$ cat src/hdl/gpio_bc_map.svh
/*
  Register offsets, field positions, reset values and widths of the two-port GPIO block.
  Assumes a 32-bit classic Wishbone bus with one register per aligned word.
*/
`ifndef GPIO_BC_MAP_SVH
`define GPIO_BC_MAP_SVH

// ==========================================================
// Register byte offsets
`define OFS_PIN_VALUE_B 8'h00
`define OFS_OUTPUT_LATCH_B 8'h04
`define OFS_DIRECTION_B 8'h08
`define OFS_INT_CTRL_MAIN 8'h0C
`define OFS_INT_CTRL_SECOND 8'h10
`define OFS_INT_CTRL_THIRD 8'h14
`define OFS_ANALOG_PIN_CFG 8'h18
`define OFS_PIN_VALUE_C 8'h1C
`define OFS_OUTPUT_LATCH_C 8'h20
`define OFS_DIRECTION_C 8'h24

// ==========================================================
// Field positions
`define BIT_PORT_CHANGE_FLAG 0
`define BIT_PORT_CHANGE_IRQ_EN 3
`define BIT_PULLUP_ENABLE_N 7
`define BIT_PORT_CHANGE_PRIO 0

// ==========================================================
// Reset values
`define RST_DIRECTION 8'hFF
`define RST_LATCH 8'h00
`define RST_INT_CTRL_MAIN 8'h00
`define RST_INT_CTRL_SECOND 8'h80
`define RST_INT_CTRL_THIRD 8'h00
`define RST_ANALOG_ALL 5'h1F
`define RST_ANALOG_NONE 5'h00
`define RST_SETTLE 3'h7

`endif

$ cat src/hdl/gpio_bc_pkg.sv
/*
  Shared types of the two-port GPIO block.
  Assumes nothing beyond a SystemVerilog compiler.
*/
package gpio_bc_pkg;
  typedef logic [7:0] port_t;
  typedef logic [3:0] change_t;
  typedef logic [4:0] analog_t;
endpackage : gpio_bc_pkg

$ cat src/hdl/pin_sync.sv
/*
  Two-flop synchroniser for a group of pin levels.
  Assumes the pins change freely with respect to clk_i.
*/
`timescale 1ns/1ns
module pin_sync #(
  parameter int WIDTH = 8
) (
  input wire logic clk_i, // System clock
  input wire logic rst_i, // Synchronous reset, active high
  input wire logic [WIDTH-1:0] pin_i, // Raw pin levels
  output logic [WIDTH-1:0] pin_o // Synchronised levels
);
  logic [WIDTH-1:0] first_reg;
  logic [WIDTH-1:0] second_reg;

  // First stage feeds only the second stage
  always_ff @(posedge clk_i) begin
    if (rst_i) begin
      first_reg <= '0;
      second_reg <= '0;
    end else begin
      first_reg <= pin_i;
      second_reg <= first_reg;
    end
  end

  assign pin_o = second_reg;
endmodule : pin_sync

$ cat src/hdl/change_detect.sv
/*
  Change comparison on the four upper pins of the second port with a sticky flag.
  Assumes synchronised pins and a one-cycle refresh pulse from the register slave.
*/
`timescale 1ns/1ns
`include "gpio_bc_map.svh"
module change_detect (
  input wire logic clk_i, // System clock
  input wire logic rst_i, // Synchronous reset, active high
  input wire gpio_bc_pkg::change_t pin_i, // Synchronised upper pins
  input wire gpio_bc_pkg::change_t take_part_i, // Pins that join the comparison
  input wire logic refresh_i, // Port access: take a new snapshot
  input wire logic clear_i, // Software clears the flag
  output logic mismatch_o, // Any participating pin differs
  output logic flag_o // Sticky port-change flag
);
  gpio_bc_pkg::change_t snap_reg;
  logic flag_reg;
  logic flag_next;
  logic [2:0] settle_reg;
  logic settling;

  // Snapshot follows the pins until the synchroniser has filled, so reset raises no false change
  assign settling = |settle_reg;
  assign mismatch_o = ~settling & (|((pin_i ^ snap_reg) & take_part_i));
  // A standing mismatch sets the flag again, so set wins over clear
  assign flag_next = mismatch_o | (flag_reg & ~clear_i);

  always_ff @(posedge clk_i) begin
    if (rst_i) begin
      snap_reg <= '0;
      flag_reg <= 1'b0;
      settle_reg <= `RST_SETTLE;
    end else begin
      settle_reg <= {settle_reg[1:0], 1'b0};
      if (refresh_i || settling) begin
        snap_reg <= pin_i;
      end
      flag_reg <= flag_next;
    end
  end

  assign flag_o = flag_reg;
endmodule : change_detect

$ cat src/hdl/gpio_port_bc.sv
/*
  Two 8-bit bidirectional ports with direction, latch and pin-read paths, weak pull-ups,
  analog defaults and change detection on the second port, and peripheral overrides.
  Assumes a classic Wishbone master, pins synchronous-free and configuration straps stable
  while reset is high.
*/
// Added by the designer: the Wishbone register port and the address map.
`timescale 1ns/1ns
`include "gpio_bc_map.svh"

module gpio_port_bc (
  input wire logic clk_i, // System clock, 250 MHz
  input wire logic rst_i, // Synchronous reset, active high
  input wire logic cyc_i, // Wishbone cycle
  input wire logic stb_i, // Wishbone strobe
  input wire logic we_i, // Wishbone write enable
  input wire logic [7:0] adr_i, // Wishbone byte address
  input wire logic [3:0] sel_i, // Wishbone byte selects
  input wire logic [31:0] dat_i, // Wishbone write data
  output logic [31:0] dat_o, // Wishbone read data
  output logic ack_o, // Wishbone acknowledge
  input wire logic move_dest_i, // Access is a memory_to_memory_move destination
  input wire logic analog_default_cfg_i, // Strap: B4..B0 analog at reset
  input wire logic capture2_pin_select_i, // Strap: 0 puts channel 2 on B3
  input wire logic debug_en_i, // Programming or debug enabled
  input wire gpio_bc_pkg::port_t pin_b_i, // Port B pin levels
  output gpio_bc_pkg::port_t pin_b_o, // Port B drive value
  output gpio_bc_pkg::port_t pin_b_oe_o, // Port B drive enable
  output gpio_bc_pkg::port_t pullup_b_o, // Port B weak pull-up on
  input wire gpio_bc_pkg::port_t pin_c_i, // Port C pin levels
  output gpio_bc_pkg::port_t pin_c_o, // Port C drive value
  output gpio_bc_pkg::port_t pin_c_oe_o, // Port C drive enable
  input wire gpio_bc_pkg::port_t periph_c_force_out_i, // Peripheral forces C pin out
  input wire gpio_bc_pkg::port_t periph_c_force_in_i, // Peripheral forces C pin in
  input wire gpio_bc_pkg::port_t periph_c_data_en_i, // Peripheral owns C pin data
  input wire gpio_bc_pkg::port_t periph_c_data_i, // Peripheral C pin data
  input wire logic capture2_out_en_i, // Channel 2 drives its output
  input wire logic capture2_data_i, // Channel 2 output data
  output logic capture2_in_o, // Channel 2 capture input
  input wire logic comparator1_route_i, // Comparator 1 routed to B5
  input wire logic comparator1_output_i, // Comparator 1 output level
  input wire logic program_data_oe_i, // Debug drives program data pin
  input wire logic program_data_i, // Debug program data out
  output logic program_clock_pin_o, // Program clock seen on B6
  output logic program_data_pin_o, // Program data seen on B7
  output logic wake_o // Port-change wake request
);
  // ==========================================================
  // Registers
  gpio_bc_pkg::port_t output_latch_b_reg;
  gpio_bc_pkg::port_t direction_b_reg;
  gpio_bc_pkg::port_t output_latch_c_reg;
  gpio_bc_pkg::port_t direction_c_reg;
  gpio_bc_pkg::port_t int_main_reg;
  gpio_bc_pkg::port_t int_second_reg;
  gpio_bc_pkg::port_t int_third_reg;
  gpio_bc_pkg::analog_t analog_b_reg;
  logic capture2_sel_reg;
  logic [31:0] dat_o_reg;
  logic ack_reg;
  gpio_bc_pkg::port_t pin_b_o_reg;
  gpio_bc_pkg::port_t pin_b_oe_reg;
  gpio_bc_pkg::port_t pullup_b_reg;
  gpio_bc_pkg::port_t pin_c_o_reg;
  gpio_bc_pkg::port_t pin_c_oe_reg;
  logic capture2_in_reg;
  logic prog_clk_reg;
  logic prog_dat_reg;
  logic wake_reg;

  // ==========================================================
  // Pin synchronisers
  gpio_bc_pkg::port_t sync_b;
  gpio_bc_pkg::port_t sync_c;

  pin_sync #(.WIDTH(8)) u_sync_b (
    .clk_i(clk_i),
    .rst_i(rst_i),
    .pin_i(pin_b_i),
    .pin_o(sync_b)
  );

  pin_sync #(.WIDTH(8)) u_sync_c (
    .clk_i(clk_i),
    .rst_i(rst_i),
    .pin_i(pin_c_i),
    .pin_o(sync_c)
  );

  // ==========================================================
  // Bus decode
  function automatic logic hit(input logic [7:0] a, input logic [7:0] ofs);
    hit = (a[7:2] == ofs[7:2]);
  endfunction : hit

  wire req = cyc_i & stb_i & ~ack_reg;
  wire wr_lo = req & we_i & sel_i[0];
  wire rd = req & ~we_i;
  wire wr_pin_b = wr_lo & hit(adr_i, `OFS_PIN_VALUE_B);
  wire wr_latch_b = wr_lo & hit(adr_i, `OFS_OUTPUT_LATCH_B);
  wire wr_dir_b = wr_lo & hit(adr_i, `OFS_DIRECTION_B);
  wire wr_main = wr_lo & hit(adr_i, `OFS_INT_CTRL_MAIN);
  wire wr_second = wr_lo & hit(adr_i, `OFS_INT_CTRL_SECOND);
  wire wr_third = wr_lo & hit(adr_i, `OFS_INT_CTRL_THIRD);
  wire wr_analog = wr_lo & hit(adr_i, `OFS_ANALOG_PIN_CFG);
  wire wr_pin_c = wr_lo & hit(adr_i, `OFS_PIN_VALUE_C);
  wire wr_latch_c = wr_lo & hit(adr_i, `OFS_OUTPUT_LATCH_C);
  wire wr_dir_c = wr_lo & hit(adr_i, `OFS_DIRECTION_C);
  wire pin_b_access = req & hit(adr_i, `OFS_PIN_VALUE_B) & (~we_i | sel_i[0]);
  // A move into the port leaves the snapshot alone so a pending change survives
  wire refresh = pin_b_access & ~(we_i & move_dest_i);
  wire clear_flag = wr_main & ~dat_i[`BIT_PORT_CHANGE_FLAG];

  // ==========================================================
  // Port B pin paths
  wire gpio_bc_pkg::port_t analog_b = {3'b000, analog_b_reg};
  wire gpio_bc_pkg::port_t debug_b = {debug_en_i, debug_en_i, 6'h00};
  // Analog and debug pins read zero on the digital path
  wire gpio_bc_pkg::port_t read_b = sync_b & ~analog_b & ~debug_b;
  wire pullups_on = ~int_second_reg[`BIT_PULLUP_ENABLE_N];
  wire cap2_on_b = ~capture2_sel_reg;
  gpio_bc_pkg::port_t drive_b;
  gpio_bc_pkg::port_t oe_b;
  gpio_bc_pkg::port_t pull_b;

  // Peripheral data takes priority over latch data on its pin
  always_comb begin
    drive_b = output_latch_b_reg;
    oe_b = ~direction_b_reg;
    if (cap2_on_b && capture2_out_en_i) begin
      drive_b[3] = capture2_data_i;
    end
    if (comparator1_route_i) begin
      drive_b[5] = comparator1_output_i;
    end
    if (debug_en_i) begin
      oe_b[6] = 1'b0;
      oe_b[7] = program_data_oe_i;
      drive_b[7] = program_data_i;
    end
    pull_b = {8{pullups_on}} & direction_b_reg & ~debug_b;
  end

  // ==========================================================
  // Change detection on B7..B4
  wire gpio_bc_pkg::change_t take_part = direction_b_reg[7:4] & ~debug_b[7:4];
  logic mismatch;
  logic change_flag;

  change_detect u_change (
    .clk_i(clk_i),
    .rst_i(rst_i),
    .pin_i(sync_b[7:4]),
    .take_part_i(take_part),
    .refresh_i(refresh),
    .clear_i(clear_flag),
    .mismatch_o(mismatch),
    .flag_o(change_flag)
  );

  // Wake request is the flag gated by the port-change interrupt enable, registered on clk_i
  wire wake_next = change_flag & int_main_reg[`BIT_PORT_CHANGE_IRQ_EN];

  // ==========================================================
  // Port C pin paths
  gpio_bc_pkg::port_t c_own_data;
  gpio_bc_pkg::port_t c_own_en;
  always_comb begin
    c_own_data = periph_c_data_i;
    c_own_en = periph_c_data_en_i;
    if (!cap2_on_b && capture2_out_en_i) begin
      c_own_en[1] = 1'b1;
      c_own_data[1] = capture2_data_i;
    end
  end
  wire gpio_bc_pkg::port_t drive_c = (c_own_en & c_own_data) | (~c_own_en & output_latch_c_reg);
  // Forced output beats forced input, which beats the direction bit
  wire gpio_bc_pkg::port_t oe_c = periph_c_force_out_i | (~periph_c_force_in_i & ~direction_c_reg);

  // ==========================================================
  // Read data
  gpio_bc_pkg::port_t rd_byte;
  always_comb begin
    rd_byte = 8'h00;
    if (hit(adr_i, `OFS_PIN_VALUE_B)) rd_byte = read_b;
    if (hit(adr_i, `OFS_OUTPUT_LATCH_B)) rd_byte = output_latch_b_reg;
    if (hit(adr_i, `OFS_DIRECTION_B)) rd_byte = direction_b_reg;
    if (hit(adr_i, `OFS_INT_CTRL_MAIN)) rd_byte = {int_main_reg[7:1], change_flag};
    if (hit(adr_i, `OFS_INT_CTRL_SECOND)) rd_byte = int_second_reg;
    if (hit(adr_i, `OFS_INT_CTRL_THIRD)) rd_byte = int_third_reg;
    if (hit(adr_i, `OFS_ANALOG_PIN_CFG)) rd_byte = {3'h0, analog_b_reg};
    if (hit(adr_i, `OFS_PIN_VALUE_C)) rd_byte = sync_c;
    if (hit(adr_i, `OFS_OUTPUT_LATCH_C)) rd_byte = output_latch_c_reg;
    if (hit(adr_i, `OFS_DIRECTION_C)) rd_byte = direction_c_reg;
  end

  // ==========================================================
  // Bus slave and registers
  always_ff @(posedge clk_i) begin
    if (rst_i) begin
      ack_reg <= 1'b0;
      dat_o_reg <= 32'h0000_0000;
    end else begin
      ack_reg <= req;
      if (rd) begin
        dat_o_reg <= {24'h00_0000, rd_byte};
      end
    end
  end

  // Straps are sampled while reset is held
  always_ff @(posedge clk_i) begin
    if (rst_i) begin
      capture2_sel_reg <= capture2_pin_select_i;
      analog_b_reg <= analog_default_cfg_i ? `RST_ANALOG_ALL : `RST_ANALOG_NONE;
    end else if (wr_analog) begin
      analog_b_reg <= dat_i[4:0];
    end
  end

  always_ff @(posedge clk_i) begin
    if (rst_i) begin
      output_latch_b_reg <= `RST_LATCH;
      direction_b_reg <= `RST_DIRECTION;
      output_latch_c_reg <= `RST_LATCH;
      direction_c_reg <= `RST_DIRECTION;
    end else begin
      if (wr_pin_b || wr_latch_b) output_latch_b_reg <= dat_i[7:0];
      if (wr_dir_b) direction_b_reg <= dat_i[7:0];
      if (wr_pin_c || wr_latch_c) output_latch_c_reg <= dat_i[7:0];
      if (wr_dir_c) direction_c_reg <= dat_i[7:0];
    end
  end

  always_ff @(posedge clk_i) begin
    if (rst_i) begin
      int_main_reg <= `RST_INT_CTRL_MAIN;
      int_second_reg <= `RST_INT_CTRL_SECOND;
      int_third_reg <= `RST_INT_CTRL_THIRD;
    end else begin
      if (wr_main) int_main_reg <= dat_i[7:0];
      if (wr_second) int_second_reg <= dat_i[7:0];
      if (wr_third) int_third_reg <= dat_i[7:0];
    end
  end

  // ==========================================================
  // Output flops
  always_ff @(posedge clk_i) begin
    if (rst_i) begin
      pin_b_o_reg <= 8'h00;
      pin_b_oe_reg <= 8'h00;
      pullup_b_reg <= 8'h00;
      pin_c_o_reg <= 8'h00;
      pin_c_oe_reg <= 8'h00;
      capture2_in_reg <= 1'b0;
      prog_clk_reg <= 1'b0;
      prog_dat_reg <= 1'b0;
      wake_reg <= 1'b0;
    end else begin
      pin_b_o_reg <= drive_b;
      pin_b_oe_reg <= oe_b;
      pullup_b_reg <= pull_b;
      pin_c_o_reg <= drive_c;
      pin_c_oe_reg <= oe_c;
      capture2_in_reg <= cap2_on_b ? sync_b[3] : sync_c[1];
      prog_clk_reg <= debug_en_i & sync_b[6];
      prog_dat_reg <= debug_en_i & sync_b[7];
      wake_reg <= wake_next;
    end
  end

  assign dat_o = dat_o_reg;
  assign ack_o = ack_reg;
  assign pin_b_o = pin_b_o_reg;
  assign pin_b_oe_o = pin_b_oe_reg;
  assign pullup_b_o = pullup_b_reg;
  assign pin_c_o = pin_c_o_reg;
  assign pin_c_oe_o = pin_c_oe_reg;
  assign capture2_in_o = capture2_in_reg;
  assign program_clock_pin_o = prog_clk_reg;
  assign program_data_pin_o = prog_dat_reg;
  assign wake_o = wake_reg;
endmodule : gpio_port_bc

$ cat config.mk
export PLATFORM = sky130hd
export DESIGN_NAME = gpio_port_bc
export DESIGN_NICKNAME = d
export VERILOG_FILES = /design/src/hdl/gpio_bc_pkg.sv /design/src/hdl/pin_sync.sv /design/src/hdl/change_detect.sv /design/src/hdl/gpio_port_bc.sv
export VERILOG_INCLUDE_DIRS = /design/src /design/src/hdl
export SDC_FILE = /design/constraint.sdc
export NUM_CORES = 1
export LEC_CHECK = 0
export BUFFER_PORTS_ARGS = -buffer_cell sky130_fd_sc_hd__buf_2
export CORE_MARGIN = 2
export CORE_UTILIZATION = 25
export DETAILED_ROUTE_END_ITERATION = 8
export SYNTH_ARGS = -nofsm -noshare
export SYNTH_HDL_FRONTEND = slang
export SYNTH_SLANG_ARGS = --single-unit
$ cat constraint.sdc
create_clock -name clk_i -period 2.9 [get_ports clk_i]
set_input_delay 0.58 -clock clk_i [delete_from_list [all_inputs] [get_ports clk_i]]
set_output_delay 0.58 -clock clk_i [all_outputs]
set_load 0.03 [all_outputs]
======== After elaboration in Yosys (flattened, before gate mapping) ========
Cells that the tools add are included.
cells by class
  bitwise operators ....................... 54
  equal/unequal tests ..................... 9
  muxes and demuxes ....................... 21
  reductions and logical operators ........ 10
operators with widths
  kind                                           count
  two-way mux 8 bit                              10
  bitwise AND 8 bit                              7
  NOT 8 bit                                      5
  bitwise AND 1 bit                              25
  == test 6 x 3 -> 1 bit, second input constant  4
  OR 8 bit                                       2
  two-way mux 5 bit                              3
  == test 6 x 2 -> 1 bit, second input constant  2
  == test 6 x 4 -> 1 bit, second input constant  2
  bitwise AND 4 bit                              2
  NOT 1 bit                                      8
  NOT 5 -> 8 bit                                 1
  two-way mux 1 bit                              7
  == test 6 x 1 -> 1 bit, second input constant  1
  zero test 6 bit                                1
  NOT 4 bit                                      1
  OR reduction 4 bit                             1
  XOR 4 bit                                      1
  logical OR 1 bit                               3
  OR reduction 3 bit                             1
  logical AND 1 bit                              2
  two-way mux 2 bit                              1
  OR 1 bit                                       2
  nonzero test 2 bit                             1
  OR reduction 2 bit                             1
storage, ports and cells
  input port bits ......................... 107
  output and inout port bits .............. 77
  bits in registers ....................... 155
  logic and storage cells ................. 123

======== Logic depth before layout (Yosys ltp) ========
Gate-level depths: netlist of the first run.
  word-level depth ........................ 13
  depth in mapped cells ................... 7
  depth with buffers taken out ............ 5

======== Cells and area by module ========
Synthesis of the first run repeated with hierarchy kept, for this count alone.
unflattened totals
  cell total of the unflattened synthesis .. 608
  area total of the unflattened synthesis .. 6104.6 µm²
modules (own cells, without submodules)
  module         instances  area an instance (µm²)  seq. area each (µm²)  cells each
  gpio_port_bc   1          4842.1                  2342.2                513
  pin_sync       2          464.2                   320.3                 33
  change_detect  1          334.1                   160.2                 29

======== Worst setup path after synthesis of the first run ========
OpenSTA, ideal clock, no wires.
  kind .................................... input to register
  start ................................... input adr_i[4]
  end ..................................... register analog_b_reg[0], enable pin
  data required time ...................... 2.524 ns
  library setup time ...................... 0.376 ns
  stages on the path ...................... 4
  buffers on the path ..................... 2
  arrival ................................. 1.855 ns
  setup slack ............................. 0.668 ns
  cell sequence ........................... buf_6 -> or4b_4 -> buf_2 -> o31ai_1
between the ends
  word-level cells in the longest chain between the ends .. 3
RTL lines
  element                       line                 RTL
  start, declared               gpio_port_bc.sv:17   input wire logic [7:0] adr_i,
  == test 6 x 3 -> 1 bit        gpio_port_bc.sv:93   hit = (a[7:2] == ofs[7:2]);
  bitwise AND 1 bit             gpio_port_bc.sv:105  wire wr_analog = wr_lo & hit(adr_i, `OFS_ANALOG_PIN_CFG);
  nonzero test 2 bit (no line)  -
  end signal, assigned          gpio_port_bc.sv:215  analog_b_reg <= analog_default_cfg_i ? `RST_ANALOG_ALL : `RST_ANALOG_NONE;
  end signal, assigned          gpio_port_bc.sv:217  analog_b_reg <= dat_i[4:0];
  end, declared                 gpio_port_bc.sv:57   gpio_bc_pkg::analog_t analog_b_reg;
Every way passes these cells.
A chain may end at the register's enable or synchronous reset.

======== Worst setup path in the final report of the first run ========
  start ................................... register ack_reg (netlist: ack_o)
  end ..................................... register int_third_reg[2]
between the ends
  word-level cells in the longest chain between the ends .. 5
RTL lines
  element                         line                 RTL
  start, declared                 gpio_port_bc.sv:60   logic ack_reg;
  start signal, assigned          gpio_port_bc.sv:204  ack_reg <= req;
  NOT 1 bit                       gpio_port_bc.sv:96   wire req = cyc_i & stb_i & ~ack_reg;
  bitwise AND 1 bit               gpio_port_bc.sv:96
  bitwise AND 1 bit (2 in a row)  gpio_port_bc.sv:97   wire wr_lo = req & we_i & sel_i[0];
  bitwise AND 1 bit               gpio_port_bc.sv:104  wire wr_third = wr_lo & hit(adr_i, `OFS_INT_CTRL_THIRD);
  end signal, assigned            gpio_port_bc.sv:239  int_third_reg <= `RST_INT_CTRL_THIRD;
  end signal, assigned            gpio_port_bc.sv:243  if (wr_third) int_third_reg <= dat_i[7:0];
  end, declared                   gpio_port_bc.sv:56   gpio_bc_pkg::port_t int_third_reg;
Every way passes these cells.

==> results of run 1 <==
==> power by group <==
group	switching (mW)	internal (mW)	leakage [nW]
clock network	1.01	1.33	0.303
logic	0.245	0.127	1.63
registers	0.0237	2.18	1.26
total	1.27	3.64	3.20
==> worst min path at each step <==
stage,slack (ps),from,end
after detailed placement,420,u_change.settle_reg[0],u_change.settle_reg[1]
final,330,capture2_pin_select_i,capture2_sel_reg
after global routing,310,capture2_pin_select_i,capture2_sel_reg
after floorplan,410,u_change.settle_reg[1],u_change.settle_reg[2]
after CTS,310,capture2_pin_select_i,capture2_sel_reg
after global placement,410,u_change.settle_reg[1],u_change.settle_reg[2]
==> through the flow <==
stage          power (mW)  hold slack, ps  setup slack [ps]  cell area (µm²)  instances
4_1_cts              4.97             311               701             7770       1091
6_report             4.91             331               700             7770       1091
3_3_place_gp         2.62             412               456             7150       1059
3_5_place_dp         2.62             422               438             7150       1059
5_1_grt              5.10             308               522             7770       1091
2_1_floorplan        2.51             407               668             6270        647
==> logic make-up after synthesis <==
logic type,after synthesis,share of synthesized area (%)
xor+xnor,4,0.566
buf+inv,77,6.61
compound gates,77,8.80
simple gates,231,19.5
flops,154,50.8
other cells,1,0.0606
mux,80,13.7
==> layout make-up <==
type | instances | area (µm²)
fillers | 2546 | 16500
flip-flops and latches | 154 | 3140
multi-input cells | 416 | 2730
repair buffers | 152 | 831
clock buffers | 18 | 439
well taps | 324 | 405
clock inverters | 14 | 178
inverters | 13 | 48.8
==> cell usage in the layout, fill, tap and decap left out, types with 6 or more instances in the layout <==
cell and instances:
inv_6 6, mux2i_1 71, nand3_1 9, mux2_2 6, conb_1 24, nand2_1 29
inv_1 13, buf_4 22, clkbuf_16 17, edfxtp_1 6, o21ai_0 18, nor2_1 110
buf_2 129, a22oi_1 6, nor2b_1 42, a21oi_1 9, dfxtp_1 148, and2_1 8
==> critical path, cell delays in order, from the launching register on <==
cell and delay [ps]:
dfxtp_1 320, nand3b_1 230, or2_1 540, nor4b_2 430, buf_4 270, mux2i_1 210, nor2_1 50
==> per-layer routing <==
layer,vias up,GRT usage [%],part of all wire (%)
li1,2360,-,-
met1,2209,18.2,46
met2,173,20.0,45
met3,21,3.98,7.2
met4,4,4.18,1.3
met5,-,0,0.13
==> out/results.ini, run 1 <==
[run_status]
status = completed

[cells_and_area]
drive_gt1_share_pct = 27.1
diodes = 0
area_growth_pct = 25.6
nNetsFinal = 861
utilization_pct = 32.0

[clock_tree]
clk_latency_ps = 440
cts-root-buf = clkbuf_16
clk_pin_slew_worst_paths_ps = 80
cts_resized = 0
postCtsHoldBufs = 0
numCtsBuffers = 17
postCtsSetupBuffers = 0
cts.sinks = 154
cts_tree = done
clock_path_buffers = 2
htreeDepth = 4

[synth]
syn_inst = 624
synth_area_um2 = 6190
synth.area.top_cells = dfxtp_1 (48%), mux2i_1 (11%), nor2_1 (6.7%)
synthTopCellsByCount = dfxtp_1 (148), nor2_1 (110), mux2i_1 (71)
synth.most_common_cell = dfxtp_1
yosysTopAreaCell = dfxtp_1
yosysUniqueCellTypes = 56
synth-async-reset-ratio_pct = 0
avgSynthCellArea_um2 = 9.91
synth_edf_count = 6
ys_warn_count = 0
synth_seq_cells = 154
synthFlopType = dfxtp_1
synth_seq_area_share_pct = 50.8
yosysTopAreaCellShare_pct = 47.9

[drt]
totalWireLength_mm = 16.9
firstDrtPassIters = 5
remaining_drc_errors = 0
drt-initial-drc-count = 336
postRouteAntennaNets = 0
dr_total_vias = 4767
wl_per_cell_um = 15.5
viasPerCell = 4.37

[pwr]
powerDensity_nw_per_um2 = 632
ir_drop_uv = 310
p_leak_nw = 3.20

[floorplan]
fp.dieArea_um2 = 26000
die_w_um = 161
start_util_pct = 25.4
die_h_um = 161
placementRows = 57
core_um2 = 24300
boundaryPins = 184

[global_routing]
grt_usage_pct = 13.3
overflow = 0
grt_max_degree = 76
grt_pass1_vias = 4441
grt_pass1_wl_mm = 26.0
antenna_found_initial = 2

[timing]
skew_ps = 21.2
report.final.slew_viol_count = 0
min_period_ps = 2200
tns_ps = 0
max_freq_ghz = 0.454
fin_crit_sh_pct = 75.9
relSlewSlack_pct = 48.7
grt_setup_unrepaired = no
finalHoldViolCount = 0
setup_viol = 0
tightest_slew_ps = 770

[setup_path]
arrival_ps = 2510
reg2reg_to = int_third_reg[2]
r2r_slack_ps = 700
cp_max_fo = 10
crit_path_start_kind = flop
reg2reg_depth = 6
cp-endpoint = int_third_reg[2]
crit-reg2reg-launch = ack_o
cp_data_required_time_ps = 3210
crit_start = ack_o
criticalPathCategory = reg2reg
endpoint_kind = flop

[place]
portBuffers = 130
place_hpwl_mm = 12.2
place_congestion = 0.860

[worst_hold_path]
holdPathStages = 1
hp-class = in2reg

[job]
maxCapViolations = 0

No activity file was read; power rests on OpenSTA's default activity.
==> run 2: changes to the inputs <==
--- a/config.mk
+++ b/config.mk
@@ -6,6 +6,7 @@
 export SDC_FILE = /design/constraint.sdc
 export NUM_CORES = 1
 export LEC_CHECK = 0
+export ABC_AREA = 1
 export BUFFER_PORTS_ARGS = -buffer_cell sky130_fd_sc_hd__buf_2
 export CORE_MARGIN = 2
 export CORE_UTILIZATION = 25
==> constraint.sdc (replaced) <==
create_clock -name clk_i -period 1.95 [get_ports clk_i]
set_input_delay 0.39 -clock clk_i [delete_from_list [all_inputs] [get_ports clk_i]]
set_output_delay 0.39 -clock clk_i [all_outputs]
set_load 0.03 [all_outputs]
==> out/results.ini, run 2 <==
[global_routing]
antenna_found_initial = 1
grt_pass1_wl_mm = 26.0
grt_pass1_vias = 4788
grt_max_degree = 73
grt_usage_pct = 13.3
overflow = 0

[cells_and_area]
mostFrequentLayoutCells = nor2_1 (163), dfxtp_1 (148), buf_2 (130)
nNetsFinal = 1042
drive_gt1_share_pct = 23.3
fillCellCount = 2662
final_common_cell = nor2_1
area_growth_pct = 26.7

[floorplan]
core_um2 = 24100
placementRows = 57
fp.dieArea_um2 = 25600
start_util_pct = 25.2
die_w_um = 160
die_h_um = 160
boundaryPins = 184

[setup_path]
cp_data_required_time_ps = 2310
crit_path_start_kind = flop
criticalPathCategory = reg2reg
cp_max_fo = 14
endpoint_kind = flop
arrival_ps = 1960

[synth]
synth_area_um2 = 6070
synthXorXnorAreaFrac_pct = 0.144
synthFlopType = dfxtp_1
ys_warn_count = 0
synth-async-reset-ratio_pct = 0
synth.area.top_cells = dfxtp_1 (49%), nor2_1 (10%), nand2_1 (6.5%)
synth.most_common_cell = nor2_1
synth_compound_area_share_pct = 11.7
yosys.area_share.simple_pct = 24.6
yosysTopAreaCell = dfxtp_1
yosysTopAreaCellShare_pct = 48.8
yosysUniqueCellTypes = 33
muxShareOfSynthArea_pct = 0
avgSynthCellArea_um2 = 7.76
synth_top_family_by_area = simple AND/OR/NAND/NOR gates
synth_seq_cells = 154
synthAdderAreaFrac_pct = 0
syn_inst = 783
synth_seq_area_share_pct = 51.7
synth_edf_count = 6
synthTopCellsByCount = nor2_1 (163), dfxtp_1 (148), nand2_1 (106)

[clock_tree]
postCtsSetupBuffers = 0
cts_resized = 0
postCtsHoldBufs = 0
htreeDepth = 4
clk_latency_ps = 430
cts.sinks = 154
clk_pin_slew_worst_paths_ps = 60
cts-root-buf = clkbuf_16
clock_path_buffers = 2
cts_tree = done
numCtsBuffers = 17

[timing]
finalHoldViolCount = 0
skew_ps = 7.18
setup_viol = 0
report.final.slew_viol_count = 0
tns_ps = 0
relSlewSlack_pct = 66.2
max_freq_ghz = 0.623
min_period_ps = 1600
tightest_slew_ps = 505
grt_setup_unrepaired = no
fin_crit_sh_pct = 82.3

[drt]
drt-initial-drc-count = 272
totalWireLength_mm = 16.7
dr_total_vias = 5146
firstDrtPassIters = 5
postRouteAntennaNets = 0
wl_per_cell_um = 13.2
remaining_drc_errors = 0
viasPerCell = 4.06

[pwr]
powerDensity_nw_per_um2 = 884
ir_drop_uv = 411
p_leak_nw = 3.64
p_total_mw = 6.81

[place]
place_congestion = 0.892
portBuffers = 130
place_hpwl_mm = 12.2

[worst_hold_path]
hp-class = in2reg

[job]
maxCapViolations = 0

[run_status]
status = completed

-- run 2: cell type report --
type                    count  area (µm²)  share of cell area (%)
clock buffers              21         450                    5.85
clock inverters             7        73.8                   0.959
flip-flops and latches    154        3140                    40.8
inverters                 110         418                    5.43
diodes                      1        2.50                  0.0325
multi-input cells         494        2310                    30.0
well taps                 324         405                    5.27
repair buffers            158         898                    11.7
-- run 2: report_power, final --
group / switching [mW] / total (mW) / internal (mW) / leakage (nW)
Clock: 1.27 / 3.03 / 1.76 / 0.243
Combinational: 0.350 / 0.507 / 0.156 / 2.14
Sequential: 0.0293 / 3.27 / 3.24 / 1.26
-- run 2: cell families after synthesis --
logic type	Yosys count
buf+inv	158
flops	154
simple gates	336
xor+xnor	1
other cells	1
compound gates	133
-- run 2: worst paths after layout --
path | start | endpoint | depth (start not counted) | slack [ps]
hold / removal | periph_c_data_en_i[3] | pin_c_o[3] | 2 | 140
setup / recovery | ack_o | output_latch_b_reg[3] | 7 | 350
setup reg to reg | ack_o | output_latch_b_reg[3] | 7 | 350
hold reg to reg | u_sync_b.first_reg[7] | u_sync_b.pin_o[7] | 2 | 400
-- run 2: layer usage --
metal | vias up | routed length (µm) | GRT usage (%)
met5 | - | 0 | 0
met4 | 0 | 271 | 4.91
met3 | 23 | 944 | 3.58
met2 | 153 | 7270 | 20.3
met1 | 2257 | 8210 | 18.1
li1 | 2713 | - | -
-- run 2: worst max-delay path: stages, from the launching register on --
cell     delay, ps
dfxtp_1        310
nor2_2         160
inv_2           70
nor3_4         270
nand2_1        340
inv_1          220
nor2_1          50
nor2_1         110
-- run 2: per-stage QoR --
| step | area, µm² | utilization (%) | setup WS (ps) | hold WS, ps | std cells |
|---|---|---|---|---|---|
| 2_1_floorplan | 6160 | - | 330 | 388 | 806 |
| 3_3_place_gp | 7170 | 29.8 | -7.01 | 389 | 1240 |
| 3_5_place_dp | 7170 | 29.8 | -78.7 | 395 | 1240 |
| 4_1_cts | 7700 | 31.9 | 335 | 128 | 1268 |
| 5_1_grt | 7700 | 31.9 | 208 | 123 | 1268 |
| 6_report | 7700 | 31.9 | 345 | 144 | 1269 |
==> run 3: changes to the inputs <==
==> constraint.sdc (replaced) <==
create_clock -name clk_i -period 1.59 [get_ports clk_i]
set_input_delay 0.318 -clock clk_i [delete_from_list [all_inputs] [get_ports clk_i]]
set_output_delay 0.318 -clock clk_i [all_outputs]
set_load 0.03 [all_outputs]
==> out/results.ini, run 3 (synthesis results as in run 2) <==
[run_status]
status = completed

[drt]
viasPerCell = 4.08
drt-initial-drc-count = 338
top_layer = met4
remaining_drc_errors = 0
wl_per_cell_um = 13.3
wl_met2_mm = 7.55
totalWireLength_mm = 17.1
firstDrtPassIters = 4
dr_total_vias = 5258
postRouteAntennaNets = 0
met3_wirelength_um = 909
wl_met1_mm = 8.41

[clock_tree]
clock_path_buffers = 2
clk_pin_slew_worst_paths_ps = 60
postCtsSetupBuffers = 0
postCtsHoldBufs = 0
cts_tree = done
clk_latency_ps = 420
cts-root-buf = clkbuf_16
cts.sinks = 154
cts_resized = 0
htreeDepth = 4
numCtsBuffers = 17

[setup_path]
arrival_ps = 1780
criticalPathCategory = reg2reg
cp_data_required_time_ps = 1900
slowest_stage = dfxtp_2
cp_max_fo = 10
cpMostUsedCell = inv_2
endpoint_kind = flop
path_cells = nor2_2 > inv_2 > nor3_4 > inv_4 > nor2_4 > inv_2 > o21ai_0 > a21oi_1
r2r_slack_ps = 120
max_stage_delay_ps = 320
crit_path_start_kind = flop

[worst_hold_path]
hp-class = in2reg

[timing]
worst_slack_ps = 116
finalHoldViolCount = 0
fin_crit_sh_pct = 92.7
hold_slack_ps = 74.4
setup_viol = 0
min_period_ps = 1470
max_freq_ghz = 0.678
tns_ps = 0
skew_ps = 6.31
grt_setup_unrepaired = yes
report.final.slew_viol_count = 0

[pwr]
share_comb_of_total_power_pct = 7.2
clkPwrFrac_pct = 47.8
p_sw_share_pct = 24.2
p_leak_nw = 3.79
switchingPower_mw = 2.16
p_int_mw = 6.76
powerDensity_nw_per_um2 = 1120
ir_drop_uv = 513
p_seq_share_pct = 45.0

[place]
dp_slack_ps = -289
portBuffers = 130
place_hpwl_mm = 12.8
place_congestion = 0.881
place_area_um2 = 7320

[cells_and_area]
area_growth_pct = 30.8
utilization_pct = 32.9
nNetsFinal = 1058
multiInputGateArea_um2 = 2310
final_common_cell = nor2_1
drive_gt1_share_pct = 25.3
register_area_um2 = 3140
mostFrequentLayoutCells = nor2_1 (163), dfxtp_1 (147), buf_2 (130)
final_area_um2 = 7940
fillCellCount = 2642

[global_routing]
overflow = 0
grt_usage_pct = 13.6
antenna_found_initial = 1
grt_pass1_vias = 4887
grt_pass1_wl_mm = 26.5
grt_max_degree = 56

[floorplan]
fp.dieArea_um2 = 25600
boundaryPins = 184
die_h_um = 160
core_um2 = 24100
die_w_um = 160
placementRows = 57
start_util_pct = 25.2

[job]
maxCapViolations = 0

==> run 3: cell types whose count changed in the layout (fill, tap and decap cells not counted), sizes merged <==
cell | before | now
inv | 109 | 112
buf | 158 | 174
clkbuf | 21 | 19
clkinv | 3 | 6
clkinvlp | 4 | 2
bufinv | 1 | 3
==> run 3: critical path: cells and delay by family (launching register included) <==
family | cells | cell delay [ps]
and+or+nand+nor | 3 | 470
AOI/OAI and AO/OA | 2 | 250
DFF | 1 | 320
buffers and inverters | 3 | 310
==> run 3: per-layer routing <==
layer / track usage, % / vias to the layer above
li1: - / 2752
met2: 20.9 / 161
met5: 0 / -
met1: 18.5 / 2329
met4: 4.95 / 0
met3: 3.35 / 16
==> run 3: path summary, 6_finish.rpt <==
check | from | to | cells after the start
max reg2reg | ack_o | u_change.flag_o | 8
min reg2reg | u_sync_b.first_reg[6] | u_sync_b.pin_o[6] | 2
min | periph_c_data_en_i[0] | pin_c_o[0] | 2
max | ack_o | u_change.flag_o | 8
==> run 3: power by group through the flow <==
stage / sequential (mW) / clock (mW) / combinational [mW]
after floorplan: 4.16 / 0 / 0.347
final: 4.01 / 4.26 / 0.643
after CTS: 4.01 / 4.38 / 0.649
after global placement: 4.10 / 0 / 0.643
after detailed placement: 4.10 / 0 / 0.648
after global routing: 4.02 / 4.55 / 0.706
==> run 3: cell type report <==
| cell class | count | share of cell area (%) |
|---|---|---|
| repair buffers | 174 | 13.1 |
| flip-flops and latches | 154 | 39.6 |
| inverters | 110 | 5.26 |
| multi-input cells | 494 | 29.1 |
| well taps | 324 | 5.10 |
| clock inverters | 13 | 2.08 |
| clock buffers | 19 | 5.72 |
| diodes | 1 | 0.0315 |
==> run 3: stage by stage <==
| stage | power [mW] | instances |
|---|---|---|
| after floorplan | 4.50 | 806 |
| after global placement | 4.74 | 1256 |
| after detailed placement | 4.75 | 1256 |
| after CTS | 9.04 | 1288 |
| after global routing | 9.27 | 1288 |
| final | 8.92 | 1289 |
